==> config.mk <==
export PLATFORM = sky130hd
export DESIGN_NAME = hbfm_top
export DESIGN_NICKNAME = d
export VERILOG_FILES = /design/src/design/hbfm_pkg.sv /design/src/design/hbfm_top.sv
export VERILOG_INCLUDE_DIRS = /design/src /design/src/design
export SDC_FILE = /design/constraint.sdc
export NUM_CORES = 1
export LEC_CHECK = 0
export BUFFER_PORTS_ARGS = -buffer_cell sky130_fd_sc_hd__buf_2
export CAP_MARGIN = 20
export CORE_MARGIN = 2
export CORE_UTILIZATION = 34
export CTS_CLUSTER_SIZE = 20
export DETAILED_ROUTE_END_ITERATION = 8
export PLACE_DENSITY = 0.61
export SLEW_MARGIN = 20
export SYNTH_ARGS = -nofsm -noshare
export SYNTH_HDL_FRONTEND = slang
export SYNTH_SLANG_ARGS = --single-unit
==> constraint.sdc <==
create_clock -name ref_clk -period 1.95 [get_ports ref_clk]
set_clock_uncertainty 0.15 [all_clocks]
set_input_delay 0.0975 -clock ref_clk [delete_from_list [all_inputs] [get_ports ref_clk]]
set_output_delay 0.0975 -clock ref_clk [all_outputs]
set_load 0.05 [all_outputs]
==> src/design/hbfm_defs.svh <==
// Constants of the half-bridge fault manager.
// Included by the package and the top module.
`ifndef HBFM_DEFS_SVH
`define HBFM_DEFS_SVH

`define HBFM_NCH 6
// APB byte addresses
`define HBFM_ADDR_CTRL 12'h000
`define HBFM_ADDR_CHCFG 12'h004
`define HBFM_ADDR_FRAME 12'h008
`define HBFM_ADDR_STATUS 12'h00C
`define HBFM_ADDR_IRQ_STAT 12'h010
`define HBFM_ADDR_IRQ_MASK 12'h014
`define HBFM_ADDR_LATCHOFF 12'h018
// Frame fields
`define HBFM_FRAME_STATUS_RESET_BIT 15
`define HBFM_FRAME_UL_SHUTDOWN_BIT 13
`define HBFM_FRAME_OV_LOCK_BIT 14
// Serial output word bit positions
`define HBFM_SO_WARN_BIT 0
`define HBFM_SO_UNDERLOAD_BIT 13
`define HBFM_SO_SUPPLY_BIT 14
`define HBFM_SO_OVERCURRENT_BIT 15
// Interrupt status bits
`define HBFM_IRQ_OVERCURRENT 0
`define HBFM_IRQ_TSD 1
`define HBFM_IRQ_UNDERLOAD 2
`define HBFM_IRQ_WARN 3
`define HBFM_IRQ_SUPPLY 4
`define HBFM_IRQ_W 5
// Over-current shutdown delay
`define HBFM_OC_DELAY_NS 10000
`define HBFM_CLK_NS 10
`define HBFM_OC_DELAY_CYC ((`HBFM_OC_DELAY_NS + `HBFM_CLK_NS - 1) / `HBFM_CLK_NS)

`endif

==> src/design/hbfm_pkg.sv <==
// Types of the half-bridge fault manager.
// Constants live in hbfm_defs.svh.
`include "hbfm_defs.svh"

package hbfm_pkg;
  typedef struct packed {
    logic [`HBFM_NCH-1:0] oc;
    logic [`HBFM_NCH-1:0] warn;
    logic [`HBFM_NCH-1:0] tsd;
    logic [`HBFM_NCH-1:0] tsd_clear;
    logic [`HBFM_NCH-1:0] underload;
    logic supply_uv;
    logic supply_ov;
  } hbfm_sense_t;

  typedef struct packed {
    logic [`HBFM_NCH-1:0] enable;
    logic [`HBFM_NCH-1:0] config_hs;
  } hbfm_drive_t;
endpackage

==> src/design/hbfm_top.sv <==
// Fault manager of a six-channel half-bridge driver with an APB register slave.
// Assumes comparator inputs are raw levels; one clock, ref_clk at 100 MHz.
// Contract
// A latched-off fault disables the channel and zeroes its enable and config bits.
// The host clears the flag and rewrites the channel before the driver runs again.
// A locked-out channel returns to its programmed state when the fault ends.
// Fault flags and per-channel latched-off state are kept apart.
// Over-current latches its flag and turns off both switches until the flag is cleared.
// Thermal warning never latches, leaves outputs alone and clears itself.
// Thermal shutdown latches and needs a reset frame plus a cool die to clear.
// Supply under-voltage, or over-voltage with the option set, locks out all drivers unlatched.
// Over-voltage lockout recovers by itself once the supply is back below threshold.
// Latched faults clear on a reset frame, an enable-pin toggle or power-on reset.
// Persistent under-load sets its flag and latches off only with shutdown control set.
// Over-current latches off only after the shutdown delay, then raises its flag; the code sets latch-off and the flag on the same clock edge.
// Thermal warning appears in bit 0 of the serial output word.
// Comparator inputs pass through a two-stage synchroniser before use.
//
// Our own choices: the APB slave port and the register addresses.
`timescale 1ns/1ps
`default_nettype none
`include "hbfm_defs.svh"

module hbfm_top (
  input wire logic ref_clk,
  input wire logic rst_n,
  input wire logic psel,
  input wire logic penable,
  input wire logic pwrite,
  input wire logic [11:0] paddr,
  input wire logic [31:0] pwdata,
  output logic [31:0] prdata,
  output logic pready,
  output logic pslverr,
  input wire logic chip_enable,
  input wire logic frame_valid,
  input wire logic [15:0] frame_data,
  input wire hbfm_pkg::hbfm_sense_t sense,
  output hbfm_pkg::hbfm_drive_t drive,
  output logic [`HBFM_NCH-1:0] bridge_active,
  output logic [15:0] serial_status,
  output logic irq
);
  import hbfm_pkg::*;

  localparam int NCH = `HBFM_NCH;
  localparam int OC_DELAY_CYC = `HBFM_OC_DELAY_CYC;

  hbfm_sense_t sync1_ff;
  hbfm_sense_t sync2_ff;
  logic en_prev_ff;
  logic [NCH-1:0] bridge_channel_enable_ff;
  logic [NCH-1:0] bridge_channel_config_ff;
  logic underload_shutdown_control_ff;
  logic overvoltage_lockout_option_ff;
  logic [NCH-1:0] latched_off_ff;
  logic overcurrent_shutdown_flag_ff;
  logic tsd_flag_ff;
  logic underload_flag_ff;
  logic [NCH-1:0] tsd_chan_ff;
  logic [NCH-1:0][13:0] oc_cnt_ff;
  logic [`HBFM_IRQ_W-1:0] irq_stat_ff;
  logic [`HBFM_IRQ_W-1:0] irq_mask_ff;
  logic warn_seen_ff;
  logic [NCH-1:0] oc_fire;
  logic [NCH-1:0] ul_fire;
  logic [NCH-1:0] tsd_fire;
  logic thermal_warning_flag;
  logic supply_fail_flag;
  logic lockout;
  logic status_reset_request;
  logic apb_wr;
  logic apb_rd;
  logic [`HBFM_IRQ_W-1:0] irq_event;
  logic [NCH-1:0] nxt_active;
  logic [15:0] nxt_serial;
  logic [31:0] nxt_prdata;
  logic nxt_slverr;

  // Two-stage synchroniser on comparator inputs
  always_ff @(posedge ref_clk or negedge rst_n)
  begin
    if (!rst_n)
    begin
      sync1_ff <= '0;
      sync2_ff <= '0;
    end
    else
    begin
      sync1_ff <= sense;
      sync2_ff <= sync1_ff;
    end
  end

  assign apb_wr = psel && penable && pwrite;
  assign apb_rd = psel && penable && !pwrite;

  // Reset frame, from the serial link or mirrored over APB, or enable-pin cycle
  always_ff @(posedge ref_clk or negedge rst_n)
  begin
    if (!rst_n)
      en_prev_ff <= 1'b0;
    else
      en_prev_ff <= chip_enable;
  end

  assign status_reset_request = (frame_valid && frame_data[`HBFM_FRAME_STATUS_RESET_BIT])
    || (apb_wr && paddr == `HBFM_ADDR_FRAME && pwdata[`HBFM_FRAME_STATUS_RESET_BIT])
    || (chip_enable && !en_prev_ff);

  generate
    for (genvar i = 0; i < NCH; i++)
    begin : g_ch
      // Over-current must persist for the shutdown delay
      always_ff @(posedge ref_clk or negedge rst_n)
      begin
        if (!rst_n)
          oc_cnt_ff[i] <= '0;
        else if (!sync2_ff.oc[i] || latched_off_ff[i])
          oc_cnt_ff[i] <= '0;
        else if (oc_cnt_ff[i] != 14'(OC_DELAY_CYC))
          oc_cnt_ff[i] <= oc_cnt_ff[i] + 14'h0001;
      end
      assign oc_fire[i] = sync2_ff.oc[i] && oc_cnt_ff[i] == 14'(OC_DELAY_CYC - 1);
      assign ul_fire[i] = sync2_ff.underload[i] && bridge_channel_enable_ff[i];
      assign tsd_fire[i] = sync2_ff.tsd[i] && !tsd_chan_ff[i];

      // Per-channel latched-off state, separate from flags
      always_ff @(posedge ref_clk or negedge rst_n)
      begin
        if (!rst_n)
          latched_off_ff[i] <= 1'b0;
        else if (oc_fire[i] || tsd_fire[i] || (ul_fire[i] && underload_shutdown_control_ff))
          latched_off_ff[i] <= 1'b1;
        else if (status_reset_request && !(tsd_chan_ff[i] && !sync2_ff.tsd_clear[i]))
          latched_off_ff[i] <= 1'b0;
      end

      // Thermal shutdown memory per channel
      always_ff @(posedge ref_clk or negedge rst_n)
      begin
        if (!rst_n)
          tsd_chan_ff[i] <= 1'b0;
        else if (sync2_ff.tsd[i])
          tsd_chan_ff[i] <= 1'b1;
        else if (status_reset_request && sync2_ff.tsd_clear[i])
          tsd_chan_ff[i] <= 1'b0;
      end

      // Channel control; latch-off forces zero, host must rewrite
      always_ff @(posedge ref_clk or negedge rst_n)
      begin
        if (!rst_n)
        begin
          bridge_channel_enable_ff[i] <= 1'b0;
          bridge_channel_config_ff[i] <= 1'b0;
        end
        else if (oc_fire[i] || tsd_fire[i] || (ul_fire[i] && underload_shutdown_control_ff) || latched_off_ff[i])
        begin
          bridge_channel_enable_ff[i] <= 1'b0;
          bridge_channel_config_ff[i] <= 1'b0;
        end
        else if (apb_wr && paddr == `HBFM_ADDR_CHCFG)
        begin
          bridge_channel_enable_ff[i] <= pwdata[i];
          bridge_channel_config_ff[i] <= pwdata[8+i];
        end
      end

      // Lockout hides the drive but keeps stored config
      assign nxt_active[i] = bridge_channel_enable_ff[i] && !latched_off_ff[i] && !lockout;
    end
  endgenerate

  assign thermal_warning_flag = |sync2_ff.warn;
  assign supply_fail_flag = sync2_ff.supply_uv || sync2_ff.supply_ov;
  assign lockout = sync2_ff.supply_uv || (sync2_ff.supply_ov && overvoltage_lockout_option_ff);

  // Latched fault flags; a new event wins over the clear
  always_ff @(posedge ref_clk or negedge rst_n)
  begin
    if (!rst_n)
    begin
      overcurrent_shutdown_flag_ff <= 1'b0;
      tsd_flag_ff <= 1'b0;
      underload_flag_ff <= 1'b0;
    end
    else
    begin
      if (|oc_fire)
        overcurrent_shutdown_flag_ff <= 1'b1;
      else if (status_reset_request)
        overcurrent_shutdown_flag_ff <= 1'b0;
      if (|sync2_ff.tsd)
        tsd_flag_ff <= 1'b1;
      else if (status_reset_request && (sync2_ff.tsd_clear & tsd_chan_ff) == tsd_chan_ff)
        tsd_flag_ff <= 1'b0;
      if (|ul_fire)
        underload_flag_ff <= 1'b1;
      else if (status_reset_request)
        underload_flag_ff <= 1'b0;
    end
  end

  // Control register, also updated by serial frames
  always_ff @(posedge ref_clk or negedge rst_n)
  begin
    if (!rst_n)
    begin
      underload_shutdown_control_ff <= 1'b0;
      overvoltage_lockout_option_ff <= 1'b0;
    end
    else if (frame_valid)
    begin
      underload_shutdown_control_ff <= frame_data[`HBFM_FRAME_UL_SHUTDOWN_BIT];
      overvoltage_lockout_option_ff <= frame_data[`HBFM_FRAME_OV_LOCK_BIT];
    end
    else if (apb_wr && paddr == `HBFM_ADDR_CTRL)
    begin
      underload_shutdown_control_ff <= pwdata[0];
      overvoltage_lockout_option_ff <= pwdata[1];
    end
  end

  // Interrupt status, write one to clear, set wins
  assign irq_event[`HBFM_IRQ_OVERCURRENT] = |oc_fire;
  assign irq_event[`HBFM_IRQ_TSD] = |tsd_fire;
  assign irq_event[`HBFM_IRQ_UNDERLOAD] = |ul_fire && !underload_flag_ff;
  assign irq_event[`HBFM_IRQ_WARN] = thermal_warning_flag && !warn_seen_ff;
  assign irq_event[`HBFM_IRQ_SUPPLY] = supply_fail_flag && !serial_status[`HBFM_SO_SUPPLY_BIT];

  always_ff @(posedge ref_clk or negedge rst_n)
  begin
    if (!rst_n)
    begin
      irq_stat_ff <= '0;
      irq_mask_ff <= '0;
      warn_seen_ff <= 1'b0;
    end
    else
    begin
      warn_seen_ff <= thermal_warning_flag;
      irq_stat_ff <= irq_event | (irq_stat_ff
        & ~((apb_wr && paddr == `HBFM_ADDR_IRQ_STAT) ? pwdata[`HBFM_IRQ_W-1:0] : '0));
      if (apb_wr && paddr == `HBFM_ADDR_IRQ_MASK)
        irq_mask_ff <= pwdata[`HBFM_IRQ_W-1:0];
    end
  end

  always_comb
  begin
    nxt_serial = '0;
    nxt_serial[`HBFM_SO_WARN_BIT] = thermal_warning_flag;
    nxt_serial[`HBFM_SO_UNDERLOAD_BIT] = underload_flag_ff;
    nxt_serial[`HBFM_SO_SUPPLY_BIT] = supply_fail_flag;
    nxt_serial[`HBFM_SO_OVERCURRENT_BIT] = overcurrent_shutdown_flag_ff || tsd_flag_ff;
  end

  always_comb
  begin
    nxt_prdata = '0;
    nxt_slverr = 1'b0;
    case (paddr)
      `HBFM_ADDR_CTRL: nxt_prdata = {30'h0, overvoltage_lockout_option_ff, underload_shutdown_control_ff};
      `HBFM_ADDR_CHCFG: nxt_prdata = {18'h0, bridge_channel_config_ff, 2'h0, bridge_channel_enable_ff};
      `HBFM_ADDR_FRAME: nxt_prdata = '0;
      `HBFM_ADDR_STATUS: nxt_prdata = {tsd_flag_ff, 15'h0, serial_status};
      `HBFM_ADDR_IRQ_STAT: nxt_prdata = {27'h0, irq_stat_ff};
      `HBFM_ADDR_IRQ_MASK: nxt_prdata = {27'h0, irq_mask_ff};
      `HBFM_ADDR_LATCHOFF: nxt_prdata = {18'h0, tsd_chan_ff, 2'h0, latched_off_ff};
      default: nxt_slverr = 1'b1;
    endcase
  end

  // Outputs, all registered; APB answers in the cycle after access starts
  always_ff @(posedge ref_clk or negedge rst_n)
  begin
    if (!rst_n)
    begin
      drive <= '0;
      bridge_active <= '0;
      serial_status <= '0;
      irq <= 1'b0;
      prdata <= '0;
      pready <= 1'b0;
      pslverr <= 1'b0;
    end
    else
    begin
      drive.enable <= nxt_active;
      drive.config_hs <= bridge_channel_config_ff & nxt_active;
      bridge_active <= nxt_active;
      serial_status <= nxt_serial;
      irq <= |(irq_stat_ff & irq_mask_ff);
      pready <= psel && penable && !pready;
      pslverr <= psel && penable && !pready && nxt_slverr;
      prdata <= (apb_rd && !pready) ? nxt_prdata : '0;
    end
  end
endmodule
`default_nettype wire

==> results of run 1 <==
through the flow:
step	TNS, ns	setup slack (ns)	total power, W	area (sq um)	utilization, %
after detailed placement	-0.00635	-0.00635	0.00574	11000	38.5
after global routing	-0.0798	-0.0454	0.0109	12500	43.9
after CTS	0	0.0122	0.0105	12400	43.5
after global placement	0	0.0455	0.00572	11000	38.5
after floorplan	0	0.0865	0.00543	9870	-
final	0	0.00703	0.0104	12500	43.9
per-layer routing:
| layer | global-route usage [%] | wire length, um | vias to the layer above |
|---|---|---|---|
| li1 | - | - | 3559 |
| met2 | 25.1 | 10900 | 206 |
| met4 | 4.77 | 578 | 0 |
| met3 | 2.37 | 1450 | 38 |
| met1 | 22.7 | 11100 | 3558 |
| met5 | 0 | 0 | - |
power by group through the flow:
stage | registers (W) | clock network [W] | logic, W
2_1_floorplan | 0.00494 | 0 | 0.000486
3_3_place_gp | 0.00498 | 0 | 0.000741
3_5_place_dp | 0.00498 | 0 | 0.000751
4_1_cts | 0.00490 | 0.00477 | 0.000848
5_1_grt | 0.00493 | 0.00498 | 0.000946
6_report | 0.00491 | 0.00468 | 0.000850
cell type report:
cell class	instances	area (sq um)	area share [%]
Sequential cell	222	5560	44.5
Multi-Input combinational cell	614	3920	31.4
Timing Repair Buffer	217	1560	12.5
Clock buffer	32	702	5.62
Tap cell	384	480	3.85
Inverter	37	139	1.11
Clock inverter	13	129	1.03
cells in the final DEF, fill, tap and decap left out, types with 9 or more instances in the layout:
cell type	instances
xor2_1	19
xnor2_1	39
a21oi_1	32
buf_4	48
mux2i_1	12
dlygate4sd3_1	60
clkbuf_16	25
ha_1	11
o21ai_0	36
nand3b_1	9
nor2b_1	15
and2_1	9
dfrtp_1	221
conb_1	29
inv_1	37
nand3_1	52
nor2_1	97
nand2_1	31
nor4_1	28
nand2b_1	14
nand4_1	24
buf_2	105
or3_1	21
nor3_1	22
final timing paths:
kind,slack [ns],cells past startpoint,end
worst min-delay path,0.01,4,underload_flag_ff
worst min register to register,0.20,0,sync2_ff[16]
worst max register to register,0.007,4,oc_cnt_ff[43]
worst max-delay path,0.007,4,oc_cnt_ff[43]
max in group asynchronous,0.51,4,oc_cnt_ff[34]
min in group asynchronous,0.48,3,oc_cnt_ff[61]
Yosys cell counts (all sizes together) (13+ instances only):
cell type and number:
xor2 19, nand4 25, nor2 97, mux2i 13, nand2 31, buf 44, or3 21, nand2b 14
xnor2 41, dfrtp 222, inv 37, a21oi 32, nor3 22, nor4 36, nor2b 15, nand3 52
o21ai 37, clkbuf 16
logic make-up (layout without fill, tap and decap cells):
logic type,Yosys count,count (layout),share of synthesized area (%)
flops,222,222,56.9
fa+ha+maj,12,12,1.54
buf+inv,97,299,5.21
xor+xnor,60,60,5.38
simple gates,386,386,22.0
compound gates,107,107,6.61
other cells,1,29,0.0384
mux,20,20,2.37
state kept, by name (all words and copies together) (netlist names), 4 cells and up:
register	cells
oc_cnt_ff	84
sync1_ff	32
sync2_ff	32
prdata	15
bridge_active	6
bridge_channel_config_ff	6
bridge_channel_enable_ff	6
drive	6
latched_off_ff	6
tsd_chan_ff	6
irq_mask_ff	5
irq_stat_ff	5
serial_status	4
worst register-to-register path: stages, from the launching register on:
cell,delay (ns)
dfrtp_1,0.37
or4b_4,0.55
or4_4,0.48
mux2i_2,0.20
nor2_1,0.06
timing repair:
action	4_1_cts	5_1_grt
gates resized for setup	2	14
endpoints found under the setup margin	2	18
hold buffers	60	0
setup buffers	0	0
endpoints found under the hold margin	284	0
pin swaps	0	1
==> metrics.txt, run 1 <==
CP Launch Type flop; number of antenna violations at the first check in global routing 0; Num CTS Buffers 25; Int Pwr between 0.007 and 0.008 W; DRC viols 0; Post-Synthesis Cells 905; net switching power ~0.0026 W; maximum clock path buffer count 3; Max-cap violations 0; vias between 7k and 8k; Worst Setup Path Type flop to flop; critical path startpoint oc_cnt_ff[46]; number of synthesized flops with an enable pin 0; worst hold margin 0.0147 ns; final setup fails 0; HP Class primary input to flop; final-report max-slew violation count 0; WL per Instance 15.8 um; clock root cell clkbuf_16; CP Max Fanout 3; routability cong. between 0.8 and 0.9; Die Height between 150 and 200 um; H-tree Lvls 1; post-synthesis cell type count 57; vias in the first global route around 7.2k; port bufs 106; Antenna Nets Post-Route 0; Switching Fraction between 20% and 30%; peak supply drop 0.529 mV; Nets 1228; DR iter-0 viols 550; core area ~0.028 sq mm; Max stage delay on crit path 0.55 ns; area growth from synthesis to layout 27.8%; Leakage 5.43 nW; YS warnings 0; share of cells above drive strength 1 a little over a fifth; 1st-pass router iterations 5; Cell Pwr Density 836 mW/mm^2; top cell type by total area after synthesis dfrtp_1; CP Buf/Inv Count 0; Slowest-stage cell, CP or4b_4; hold_sp pwdata[15]; Avg Cell Area, Syn roughly 11 sq um; Clock power frac 44.8%; clock latency on the worst-skew pair roughly 0.52 ns; Inst Count DP 1414; RR Startpoint oc_cnt_ff[46]; Hold Fails Final Rpt 0; Worst Path Required ~2.2 ns; Flop pwr share roughly 47%; top post-synthesis cells by area dfrtp_1, nor2_1, xnor2_1; FFs w/ async S/R, synth 100%; global-route wire length before repair 38.7 mm; Final period util 99.6%; GR Overflow Total 0; Die ar. 0.0301 sq mm; die width 173 um; Tot GR Track Use 15.9%; vias per cell 4.85; n_diodes 0; Synth top area share ~57%; Rows 62; clk slew on worst S/H paths 0.06 ns; Slew headroom 53.6%; fin crit period between 1.5 and 2 ns; RSZ-0062 raised after global routing yes; Post-synth top flop dfrtp_1; CP cell instances or4b_4 > or4_4 > mux2i_2 > nor2_1; Initial Utilization 34.3%; Synth Cell Area ~0.0098 sq mm; Sink Count 222; Filler Cell Count 2665; Worst Max-Slew Pin Slew 0.694 ns; Worst EP arrival approximately 2.2 ns; Worst setup EP type flop; WL final approximately 24 mm; CP top delay family simple AND/OR/NAND/NOR gates; flops & latches, synth 222; CTS tree built; status finished, final reports clean; sequential fraction of the synthesis area ~57%; largest net degree at the start of global routing between 50 and 60; Finished Layout Cells 1519; num ports 168; Comb pwr share 8.1%; Max Clk Rate about 500 MHz; HPWL Detailed 16.9 mm
Note: power is estimated with default switching activity, not from simulation.
==> inputs of run 2 (changes only) <==
ABC_CLOCK_PERIOD_IN_PS = 1800   (was default)
PLACE_DENSITY = 0.59   (was 0.61)
clock period = 1.8 ns   (was 1.95 ns; I/O delays follow)
==> run 2 against run 1 <==
Effect of this change:
- the flow now finishes with violations (negative setup slack)
- die area unchanged
- cell area up 6.3%
- sequential cell count unchanged
- via count up 3.9%
- utilization up 2.8 points
- maximum frequency up 3.5%
- critical path depth unchanged
- sequential power up 8.1%
- non-clock buffer count up 52
- critical path type unchanged
- critical endpoint is now oc_cnt_ff[42]
- largest cell class unchanged
==> metrics.txt, run 2 (synthesis gave the netlist of run 1 again) <==
Die Height between 150 and 200 um; Hold Fails Final Rpt 0; Max Clk Rate 533 MHz; WL final between 20 and 25 mm; Num CTS Buffers 26; share of cells above drive strength 1 26.5%; final-report max-slew violation count 0; Worst Setup Path Type flop to flop; Tot GR Track Use 16.4%; top flop regs oc_cnt_ff: 84 flops, sync1_ff: 32 flops, sync2_ff: 32 flops; Die ar. 0.0301 sq mm; largest register by flop count oc_cnt_ff; largest net degree at the start of global routing between 50 and 60; global-route wire length before repair 39.8 mm; DP Area around 0.011 sq mm; CP Launch Type flop; total power draw 0.0125 W; Cell Pwr Density 938 mW/mm^2; CP Max Fanout 3; Max stage delay on crit path around 0.55 ns; Sink Count 222; 1st-pass router iterations 5; status finished with violations; final setup fails 8; met1 usage 22.9%; vias in the first global route 7517; WL per Instance roughly 16 um; Inst Count DP 1455; Worst setup EP type flop; Antenna Nets Post-Route 0; met2 usage 26.4%; area growth from synthesis to layout 35.9%; Rows 62; num ports 168; CP top delay family simple AND/OR/NAND/NOR gates; CTS tree built; port bufs 106; number of antenna violations at the first check in global routing 0; grt met3 use between 3 and 4%; finished layout cell area 0.0133 sq mm; GR Overflow Total 0; Nets 1281; peak supply drop 0.568 mV; hold_sp pwdata[15]; Final Worst Setup Slack -0.0769 ns; Slowest-stage cell, CP or4b_4; Filler Cell Count 2640; RR Startpoint oc_cnt_ff[55]; RSZ-0062 raised after global routing yes; hold path depth 4; worst r2r dst oc_cnt_ff[42]; hold endpoint overcurrent_shutdown_flag_ff; clk slew on worst S/H paths roughly 0.06 ns; n_diodes 0; DRC viols 0; FF-to-FF setup slack -0.08 ns; H-tree Lvls 1; Final period util 104%; CP Buf/Inv Count 0; vias per cell 4.86; DR iter-0 viols about 560; Initial Utilization 34.3%; HPWL Detailed 17.6 mm; leading cell type in the layout, fill and taps excluded dfrtp_1; failing checks negative setup slack; Worst Max-Slew Pin Slew 0.577 ns; Slew headroom about three fifths; routability cong. 0.866; vias roughly 7.7k; fin crit period 1.88 ns; Finished Layout Cells 1574; most crowded layer after global routing met2; clock root cell clkbuf_16; die width 173 um; CP cell instances or4b_4 > or4_4 > xnor2_1 > nor2_1; maximum clock path buffer count 3; Worst Path Required 2.04 ns; clock latency on the worst-skew pair 0.53 ns; max reg flops 84; commonest cells after routing, fill and taps aside dfrtp_1, buf_2, nor2_1, buf_4, dlygate4sd3_1; Max-cap violations 0; Worst EP arrival 2.11 ns; Leakage 5.85 nW; HP Class primary input to flop; core area 0.0285 sq mm; reg2reg path depth 4
## run 2: cell types whose count changed in the layout (fill, tap and decap cells not counted), sizes merged
cell	before	now
bufinv	2	9
buf	157	205
clkinvlp	4	2
dlygate4sd3	60	64
clkinv	7	6
clkbuf	32	31
## run 2: worst register-to-register path: stages, from the launching register on
cell and delay [ns]:
dfrtp_1 0.37, or4b_4 0.55, or4_4 0.45, xnor2_1 0.17, nor2_1 0.05
## run 2: metal layers
metal	vias to the layer above	routed length, um
met3	29	1410
li1	3670	-
met5	-	0
met2	181	11700
met1	3771	11500
met4	0	423
## run 2: timing repair
action / 4_1_cts / 5_1_grt
pin swaps: 6 / 13
setup buffers: 1 / 6
endpoints found under the hold margin: 302 / 0
endpoints found under the setup margin: 19 / 37
hold buffers: 64 / 0
gates resized for setup: 11 / 38
## run 2: where the power goes
part           internal, W  leakage, nW  switching (W)
Combinational     0.000394         2.50       0.000617
Sequential         0.00515         2.86       0.000152
Clock              0.00404        0.489        0.00210
Total              0.00958         5.85        0.00287
## run 2: cell type report
type | instances | area (sq um) | area share [%]
Clock buffer | 31 | 691 | 5.20
Sequential cell | 222 | 5560 | 41.9
Inverter | 37 | 139 | 1.05
Multi-Input combinational cell | 614 | 4080 | 30.7
Clock inverter | 17 | 327 | 2.46
Tap cell | 384 | 480 | 3.62
Timing Repair Buffer | 269 | 2010 | 15.1
## run 2: how the worst max path moves through the flow
stage,from,end,slack [ns],cells after the start
2_1_floorplan,oc_cnt_ff[53],oc_cnt_ff[43],-0.03,4
4_1_cts,oc_cnt_ff[55],oc_cnt_ff[43],-0.09,4
6_report,oc_cnt_ff[55],oc_cnt_ff[42],-0.08,4
3_3_place_gp,oc_cnt_ff[0],bridge_channel_config_ff[0],-0.14,6
5_1_grt,oc_cnt_ff[1],oc_cnt_ff[1],-0.18,6
3_5_place_dp,oc_cnt_ff[38],bridge_channel_enable_ff[2],-0.11,5
## run 2: through the flow
stage	hold slack [ns]	utilization, %	setup WS, ns	setup TNS (ns)
final	0.0357	46.6	-0.0769	-0.265
after detailed placement	-0.0818	39.8	-0.108	-0.919
after global routing	0.0338	46.6	-0.176	-1.24
after global placement	-0.0830	39.8	-0.141	-0.763
after CTS	0.0154	45.8	-0.0876	-0.202
after floorplan	-0.356	-	-0.0340	-0.0718
